## config.mk

```make
export PLATFORM = sky130hd
export DESIGN_NAME = trigger_enables
export DESIGN_NICKNAME = d
export VERILOG_FILES = /design/src/pkg/trig_pkg.sv /design/src/trigger_enables.sv
export SDC_FILE = /design/constraint.sdc
export NUM_CORES = 1
export LEC_CHECK = 0
export BUFFER_PORTS_ARGS = -buffer_cell sky130_fd_sc_hd__buf_2
export CAP_MARGIN = 10
export CORE_ASPECT_RATIO = 0.8
export CORE_UTILIZATION = 42
export DETAILED_ROUTE_END_ITERATION = 10
export GPL_TIMING_DRIVEN = 0
export SYNTH_ARGS = -nofsm -noshare
export SYNTH_HDL_FRONTEND = slang
export SYNTH_SLANG_ARGS = --single-unit
```

## constraint.sdc

```tcl
create_clock -name clock -period 12.93 [get_ports clock]
set_clock_uncertainty 0.15 [all_clocks]
set_input_delay 1.293 -clock clock [delete_from_list [all_inputs] [get_ports clock]]
set_output_delay 1.293 -clock clock [all_outputs]
set_load 0.02 [all_outputs]
```

## src/pkg/trig_pkg.sv

```systemverilog
// trigger qualification package: register map, field positions, reset values
// assumes a plain register port and one 100 MHz clock
package trig_pkg;
  localparam int DATA_W = 32;
  localparam int ADDR_W = 3;
  // register indices (byte address = 4 * index)
  localparam logic [ADDR_W-1:0] REG_TRIGGER_DEFINITION = 3'h0;
  localparam logic [ADDR_W-1:0] REG_DATA_COMPARE_VALUE = 3'h1;
  localparam logic [ADDR_W-1:0] REG_ADDRESS_LOW_LIMIT = 3'h2;
  localparam logic [ADDR_W-1:0] REG_ADDRESS_HIGH_LIMIT = 3'h3;
  localparam logic [ADDR_W-1:0] REG_PC_COMPARE_VALUE = 3'h4;
  localparam logic [ADDR_W-1:0] REG_PC_COMPARE_MASK = 3'h5;
  localparam logic [ADDR_W-1:0] REG_TRIGGER_STATUS = 3'h6;
  // field positions inside one 16-bit condition set
  localparam int HALF_W = 16;
  localparam int F_LONGWORD = 12;
  localparam int F_LOWER_WORD = 11;
  localparam int F_UPPER_WORD = 10;
  localparam int F_BYTE0 = 9;
  localparam int F_BYTE1 = 8;
  localparam int F_BYTE2 = 7;
  localparam int F_BYTE3 = 6;
  localparam int F_DATA_INVERT = 5;
  localparam int F_ADDR_OUTSIDE = 4;
  localparam int F_ADDR_RANGE = 3;
  localparam int F_ADDR_LOW = 2;
  localparam int F_PC_ENABLE = 1;
  localparam int F_PC_INVERT = 0;
  localparam logic [DATA_W-1:0] TRIGGER_DEFINITION_RESET = 32'h0000_0000;
  localparam logic [DATA_W-1:0] WORD_RESET = 32'h0000_0000;
  localparam logic [DATA_W-1:0] READ_UNMAPPED = 32'h0000_0000;
endpackage

```

## src/trigger_enables.sv

```systemverilog
// breakpoint trigger qualification: two condition sets watching data, address and pc
// assumes bus and pc observations are synchronous to clock; one register port
// Summary of operation
// data enables arm lane matches; none, data cannot fire
// longword enable compares all 32 bits
// word enables compare low or high half
// byte enables compare one byte lane each
// data invert flips every data comparator
// address enables arm modes; none disables address
// outside enable fires beyond low/high limits
// range enable fires within inclusive limits
// low enable fires on low limit match
// pc breakpoint counts only when enabled
// pc invert selects outside masked region
// upper and lower sets evaluated independently
`timescale 1ns/1ps
`default_nettype none
module trigger_enables
  import trig_pkg::*;
(
  input wire logic clock,
  input wire logic rst,
  input wire logic [ADDR_W-1:0] reg_addr,
  input wire logic [DATA_W-1:0] reg_wdata,
  input wire logic reg_write,
  input wire logic reg_read,
  output logic [DATA_W-1:0] reg_rdata,
  input wire logic bus_valid,
  input wire logic [DATA_W-1:0] bus_data,
  input wire logic [DATA_W-1:0] bus_address,
  input wire logic pc_valid,
  input wire logic [DATA_W-1:0] pc_value,
  output logic trigger_upper,
  output logic trigger_lower
);

  typedef struct packed {
    logic [DATA_W-1:0] trigger_definition;
    logic [DATA_W-1:0] data_compare_value;
    logic [DATA_W-1:0] address_low_limit;
    logic [DATA_W-1:0] address_high_limit;
    logic [DATA_W-1:0] pc_compare_value;
    logic [DATA_W-1:0] pc_compare_mask;
    logic [DATA_W-1:0] rdata;
    logic trig_upper;
    logic trig_lower;
  } state_type;

  state_type st_r;
  state_type st_nxt;

  // one condition set: returns 1 when at least one condition is armed and all armed ones hold
  function automatic logic set_hit(input logic [HALF_W-1:0] f, input logic [DATA_W-1:0] dv,
                                   input logic [DATA_W-1:0] d, input logic bv,
                                   input logic [DATA_W-1:0] a, input logic [DATA_W-1:0] lo,
                                   input logic [DATA_W-1:0] hi, input logic pv,
                                   input logic [DATA_W-1:0] pc, input logic [DATA_W-1:0] pcv,
                                   input logic [DATA_W-1:0] pcm);
    logic [DATA_W-1:0] lane;
    logic dmatch;
    logic armed_d;
    logic armed_a;
    logic amatch;
    logic in_range;
    logic pin;
    logic ok;
    lane = '0;
    // whole bus lane mask
    if (f[F_LONGWORD]) lane = lane | 32'hffff_ffff;
    // half-word lane masks
    if (f[F_LOWER_WORD]) lane = lane | 32'h0000_ffff;
    if (f[F_UPPER_WORD]) lane = lane | 32'hffff_0000;
    // byte lane masks
    if (f[F_BYTE0]) lane = lane | 32'h0000_00ff;
    if (f[F_BYTE1]) lane = lane | 32'h0000_ff00;
    if (f[F_BYTE2]) lane = lane | 32'h00ff_0000;
    if (f[F_BYTE3]) lane = lane | 32'hff00_0000;
    // no enables, no data arming
    armed_d = |f[F_LONGWORD:F_BYTE3];
    dmatch = ((d & lane) == (dv & lane));
    // invert data comparator sense
    if (f[F_DATA_INVERT]) dmatch = !dmatch;
    in_range = (a >= lo) && (a <= hi);
    amatch = 1'b0;
    // outside the limits
    if (f[F_ADDR_OUTSIDE] && !in_range) amatch = 1'b1;
    // inclusive range
    if (f[F_ADDR_RANGE] && in_range) amatch = 1'b1;
    // low limit equality
    if (f[F_ADDR_LOW] && (a == lo)) amatch = 1'b1;
    // address armed by any enable
    armed_a = |f[F_ADDR_OUTSIDE:F_ADDR_LOW];
    // masked region, optional invert
    pin = ((pc & ~pcm) == (pcv & ~pcm)) ^ f[F_PC_INVERT];
    ok = armed_d | armed_a | f[F_PC_ENABLE];
    if (armed_d && !(bv && dmatch)) ok = 1'b0;
    if (armed_a && !(bv && amatch)) ok = 1'b0;
    // pc used only when enabled
    if (f[F_PC_ENABLE] && !(pv && pin)) ok = 1'b0;
    return ok;
  endfunction

  // register writes, reads and trigger evaluation
  always_comb begin
    st_nxt = st_r;
    if (reg_write) begin
      case (reg_addr)
        REG_TRIGGER_DEFINITION: st_nxt.trigger_definition = reg_wdata;
        REG_DATA_COMPARE_VALUE: st_nxt.data_compare_value = reg_wdata;
        REG_ADDRESS_LOW_LIMIT: st_nxt.address_low_limit = reg_wdata;
        REG_ADDRESS_HIGH_LIMIT: st_nxt.address_high_limit = reg_wdata;
        REG_PC_COMPARE_VALUE: st_nxt.pc_compare_value = reg_wdata;
        REG_PC_COMPARE_MASK: st_nxt.pc_compare_mask = reg_wdata;
        default: st_nxt.rdata = st_r.rdata; // unmapped writes ignored
      endcase
    end
    // read data only stands in the cycle after the strobe
    st_nxt.rdata = READ_UNMAPPED;
    if (reg_read) begin
      case (reg_addr)
        REG_TRIGGER_DEFINITION: st_nxt.rdata = st_r.trigger_definition;
        REG_DATA_COMPARE_VALUE: st_nxt.rdata = st_r.data_compare_value;
        REG_ADDRESS_LOW_LIMIT: st_nxt.rdata = st_r.address_low_limit;
        REG_ADDRESS_HIGH_LIMIT: st_nxt.rdata = st_r.address_high_limit;
        REG_PC_COMPARE_VALUE: st_nxt.rdata = st_r.pc_compare_value;
        REG_PC_COMPARE_MASK: st_nxt.rdata = st_r.pc_compare_mask;
        REG_TRIGGER_STATUS: st_nxt.rdata = {30'h0, st_r.trig_upper, st_r.trig_lower};
        default: st_nxt.rdata = READ_UNMAPPED;
      endcase
    end
    // two independent sets, same observations
    st_nxt.trig_upper = set_hit(st_r.trigger_definition[DATA_W-1:HALF_W],
                                st_r.data_compare_value, bus_data, bus_valid, bus_address,
                                st_r.address_low_limit, st_r.address_high_limit, pc_valid,
                                pc_value, st_r.pc_compare_value, st_r.pc_compare_mask);
    st_nxt.trig_lower = set_hit(st_r.trigger_definition[HALF_W-1:0],
                                st_r.data_compare_value, bus_data, bus_valid, bus_address,
                                st_r.address_low_limit, st_r.address_high_limit, pc_valid,
                                pc_value, st_r.pc_compare_value, st_r.pc_compare_mask);
  end

  // state register; reset leaves all sets disarmed
  always_ff @(posedge clock or posedge rst) begin
    if (rst) begin
      st_r <= '{TRIGGER_DEFINITION_RESET, WORD_RESET, WORD_RESET, WORD_RESET,
                WORD_RESET, WORD_RESET, READ_UNMAPPED, 1'b0, 1'b0};
    end else begin
      st_r <= st_nxt;
    end
  end

  assign reg_rdata = st_r.rdata;
  assign trigger_upper = st_r.trig_upper;
  assign trigger_lower = st_r.trig_lower;
endmodule
`default_nettype wire

```

==> metrics.txt <==
run status=complete, no violations; Clock transition at path regs=about 0.070 ns; I/O pin cnt=roughly 170; cells after synthesis=~1000; Peak Freq=~270 MHz; vias per cell=5.77; core area=between 20000 and 30000 sq um; synth unique cells=between 40 and 50; GRT Total Usage=0.279; Primary FF master, synth=dfrtp_1; vias in the first global route=9203; Post-CTS Setup Inserts=0; Crit Path Class=in -> reg; fillcell total=~2600; multiplexer share of the synthesized area=0.157; net count after synthesis=around 1200; final wirelength=~40000 um; Synth Area in XOR/XNOR=0.0486; Worst EP arrival=around 3.9 ns; sequential fraction of the synthesis area=0.476; Buffers on Ports=170; leakage power=between 6 and 7 nW; RSZ-0062 raised after global routing=no; Power Total=2.22 mW; footprint of the multi-input gates=between 5000 and 6000 sq um; Simple-Gate Fraction of Synth Area=0.0579; initial antenna violation count=2; Die Wd=190 um; Final TNS setup=0 ns; global-route wire length before repair=just under 60000 um; Residual DRC=0; share of cells above drive strength 1=0.335; Critical Path End Type=register; Hold Vio Cnt, Final=0; adder-cell share of the synthesized area=0.0674; initial DRC count=about 990; complex-gate fraction of the synthesized area=0.134; final setup margin=9.26 ns; ys async rst share=1.00; Critical Path RT=~13 ns; Gate power share=0.231; nets@finish=1448; maximum vdd drop=a little under 100 uV; count leader, synth=dfrtp_1; post-placement cell area=13300 sq um; Initial DRT Pass Iterations=6; Final Max Slew Viols=0; Die Y=152 um; hold-fix buffers at CTS=0; Sink Count=approximately 230; clk_lat worst skew=around 0.54 ns; sequential share of power=0.442; TritonCTS Buffers=26; Post-synth EDFFs=0; net load switching power=between 600 and 700 uW; via count=9392; switching part of the total=0.313; final-report setup violation count=0; Worst Setup Start Kind=input pin; slew margin rel.=0.297; register bit total from synthesis=226; H-tree depth=1; final critical-path share of the clock period=0.284; CTS tree=done; cell area after layout=14100 sq um; Post-Place Setup Slack=between 8 and 9 ns; Synth Warn #=0; Placer Congestion=between 1 and 1.5; Slew @ Worst Pin=about 1.1 ns; Post-synth top cells=dfrtp_1, mux2_2, a22oi_1; largest net degree at the start of global routing=83; pwr dens=between 150 and 200 nW/um^2; Clk pwr share=0.327; post-DP HPWL=slightly below 30000 um; Routed WL per cell=between 20 and 25 um; Synth Cell Area=11900 sq um; post-synth top area cell=dfrtp_1; Min-Delay Path Class=reg -> reg; grt ovf=0; Row Count=between 50 and 60; main area contributors after synthesis=dfrtp_1, mux2_2, ha_1; register area=~5700 sq um; post_cts resized=0; Area Overhead vs Synth=18.5%; largest family of logic cells by synthesized area=multiplexers; Max clock buf depth=3; average size of a mapped cell=11.4 sq um; Initial Util=0.431; ANT nets after route=0; Pint=1.52 mW; Die ar.=approximately 29000 sq um; crit path time final=roughly 3.7 ns; root buf cell=clkbuf_16; CP Max Fanout=3; Synth top area share=0.476; hold slack final=about 0.36 ns; maxcap violations=0
-- metrics by stage --
| stage | utilization | cells |
|---|---|---|
| after floorplan | - | 1047 |
| after global placement | 0.479 | 1581 |
| after detailed placement | 0.481 | 1583 |
| after CTS | 0.511 | 1627 |
| after global routing | 0.511 | 1627 |
| final | 0.511 | 1628 |
-- power groups by stage --
stage          registers (mW)  logic (mW)  clock network [mW]
2_1_floorplan           0.943       0.351                   0
3_3_place_gp            0.984       0.492                   0
3_5_place_dp            0.988       0.503                   0
4_1_cts                 0.976       0.507               0.733
5_1_grt                 0.996       0.560               0.765
6_report                0.982       0.512               0.725
-- flip-flops by register name, summed over array words and instances (netlist names) --
name           count
reg_rdata         32
st_r             192
trigger_lower      1
trigger_upper      1
-- per-layer routing --
layer / wire length (um) / track usage / up-vias / part of all wire
met5: 13 / 0 / - / 0.00032
met4: 1030 / 0.0676 / 2 / 0.026
met3: 3170 / 0.0500 / 73 / 0.079
met2: 16700 / 0.397 / 415 / 0.42
met1: 19100 / 0.432 / 4714 / 0.48
li1: - / - / 4188 / -
-- cells in the final DEF (no fill, tap or decap), types with 4 or more instances in the layout --
master,n
o21ai_0,41
inv_1,67
nor4_1,16
nor2b_1,4
dfrtp_1,226
buf_4,32
clkbuf_8,4
clkinv_2,5
buf_2,188
nand2_1,61
a21oi_1,27
nor2_1,4
nand3_1,13
nand4_1,17
a21o_1,7
clkbuf_16,26
a22oi_1,96
o22ai_1,16
clkbuf_1,34
a211oi_1,4
a31oi_1,30
buf_1,4
and2_1,4
xor2_1,32
xnor2_1,34
ha_1,64
mux2_2,156
mux2i_1,8
-- worst paths after layout --
check	start	end	slack [ns]	depth (start not counted)
min in group asynchronous	rst	reg_rdata[5]	0.63	2
max in group asynchronous	rst	st_r[118]	11.18	3
max reg2reg	st_r[145]	trigger_lower	9.72	10
min reg2reg	st_r[207]	st_r[207]	0.36	1
max	bus_address[31]	trigger_lower	9.26	10
min	st_r[207]	st_r[207]	0.36	1
-- worst max-delay path, cell delays in order --
cell and delay (ns):
buf_2 0.13, ha_1 0.29, nand4_1 0.26, nor4_2 0.51, nand2_1 0.21, nor3_2 0.37
nor4b_1 0.14, a32oi_2 0.38, mux2i_1 0.26, a211oi_2 0.09
-- final cells by class --
cell class | instances | area share
clock inverter | 8 | 0.00719
tap | 364 | 0.0323
timing repair buffer | 172 | 0.0643
buffer | 82 | 0.0320
multi-input combinational | 671 | 0.392
antenna | 1 | 0.000178
clock buffer | 36 | 0.0517
sequential | 226 | 0.401
inverter | 68 | 0.0186
-- logic make-up (layout without fill, tap and decap cells) --
| family | count (synthesis) | in the layout |
|---|---|---|
| AO/OA/AOI/OAI | 238 | 238 |
| other | 0 | 1 |
| flip-flops | 226 | 226 |
| AND/OR/NAND/NOR | 136 | 136 |
| XOR/XNOR | 66 | 66 |
| adder cells (fa/ha/maj) | 64 | 64 |
| multiplexers | 167 | 167 |
| buffers and inverters | 150 | 366 |
Note: power is estimated with default switching activity, not from simulation.
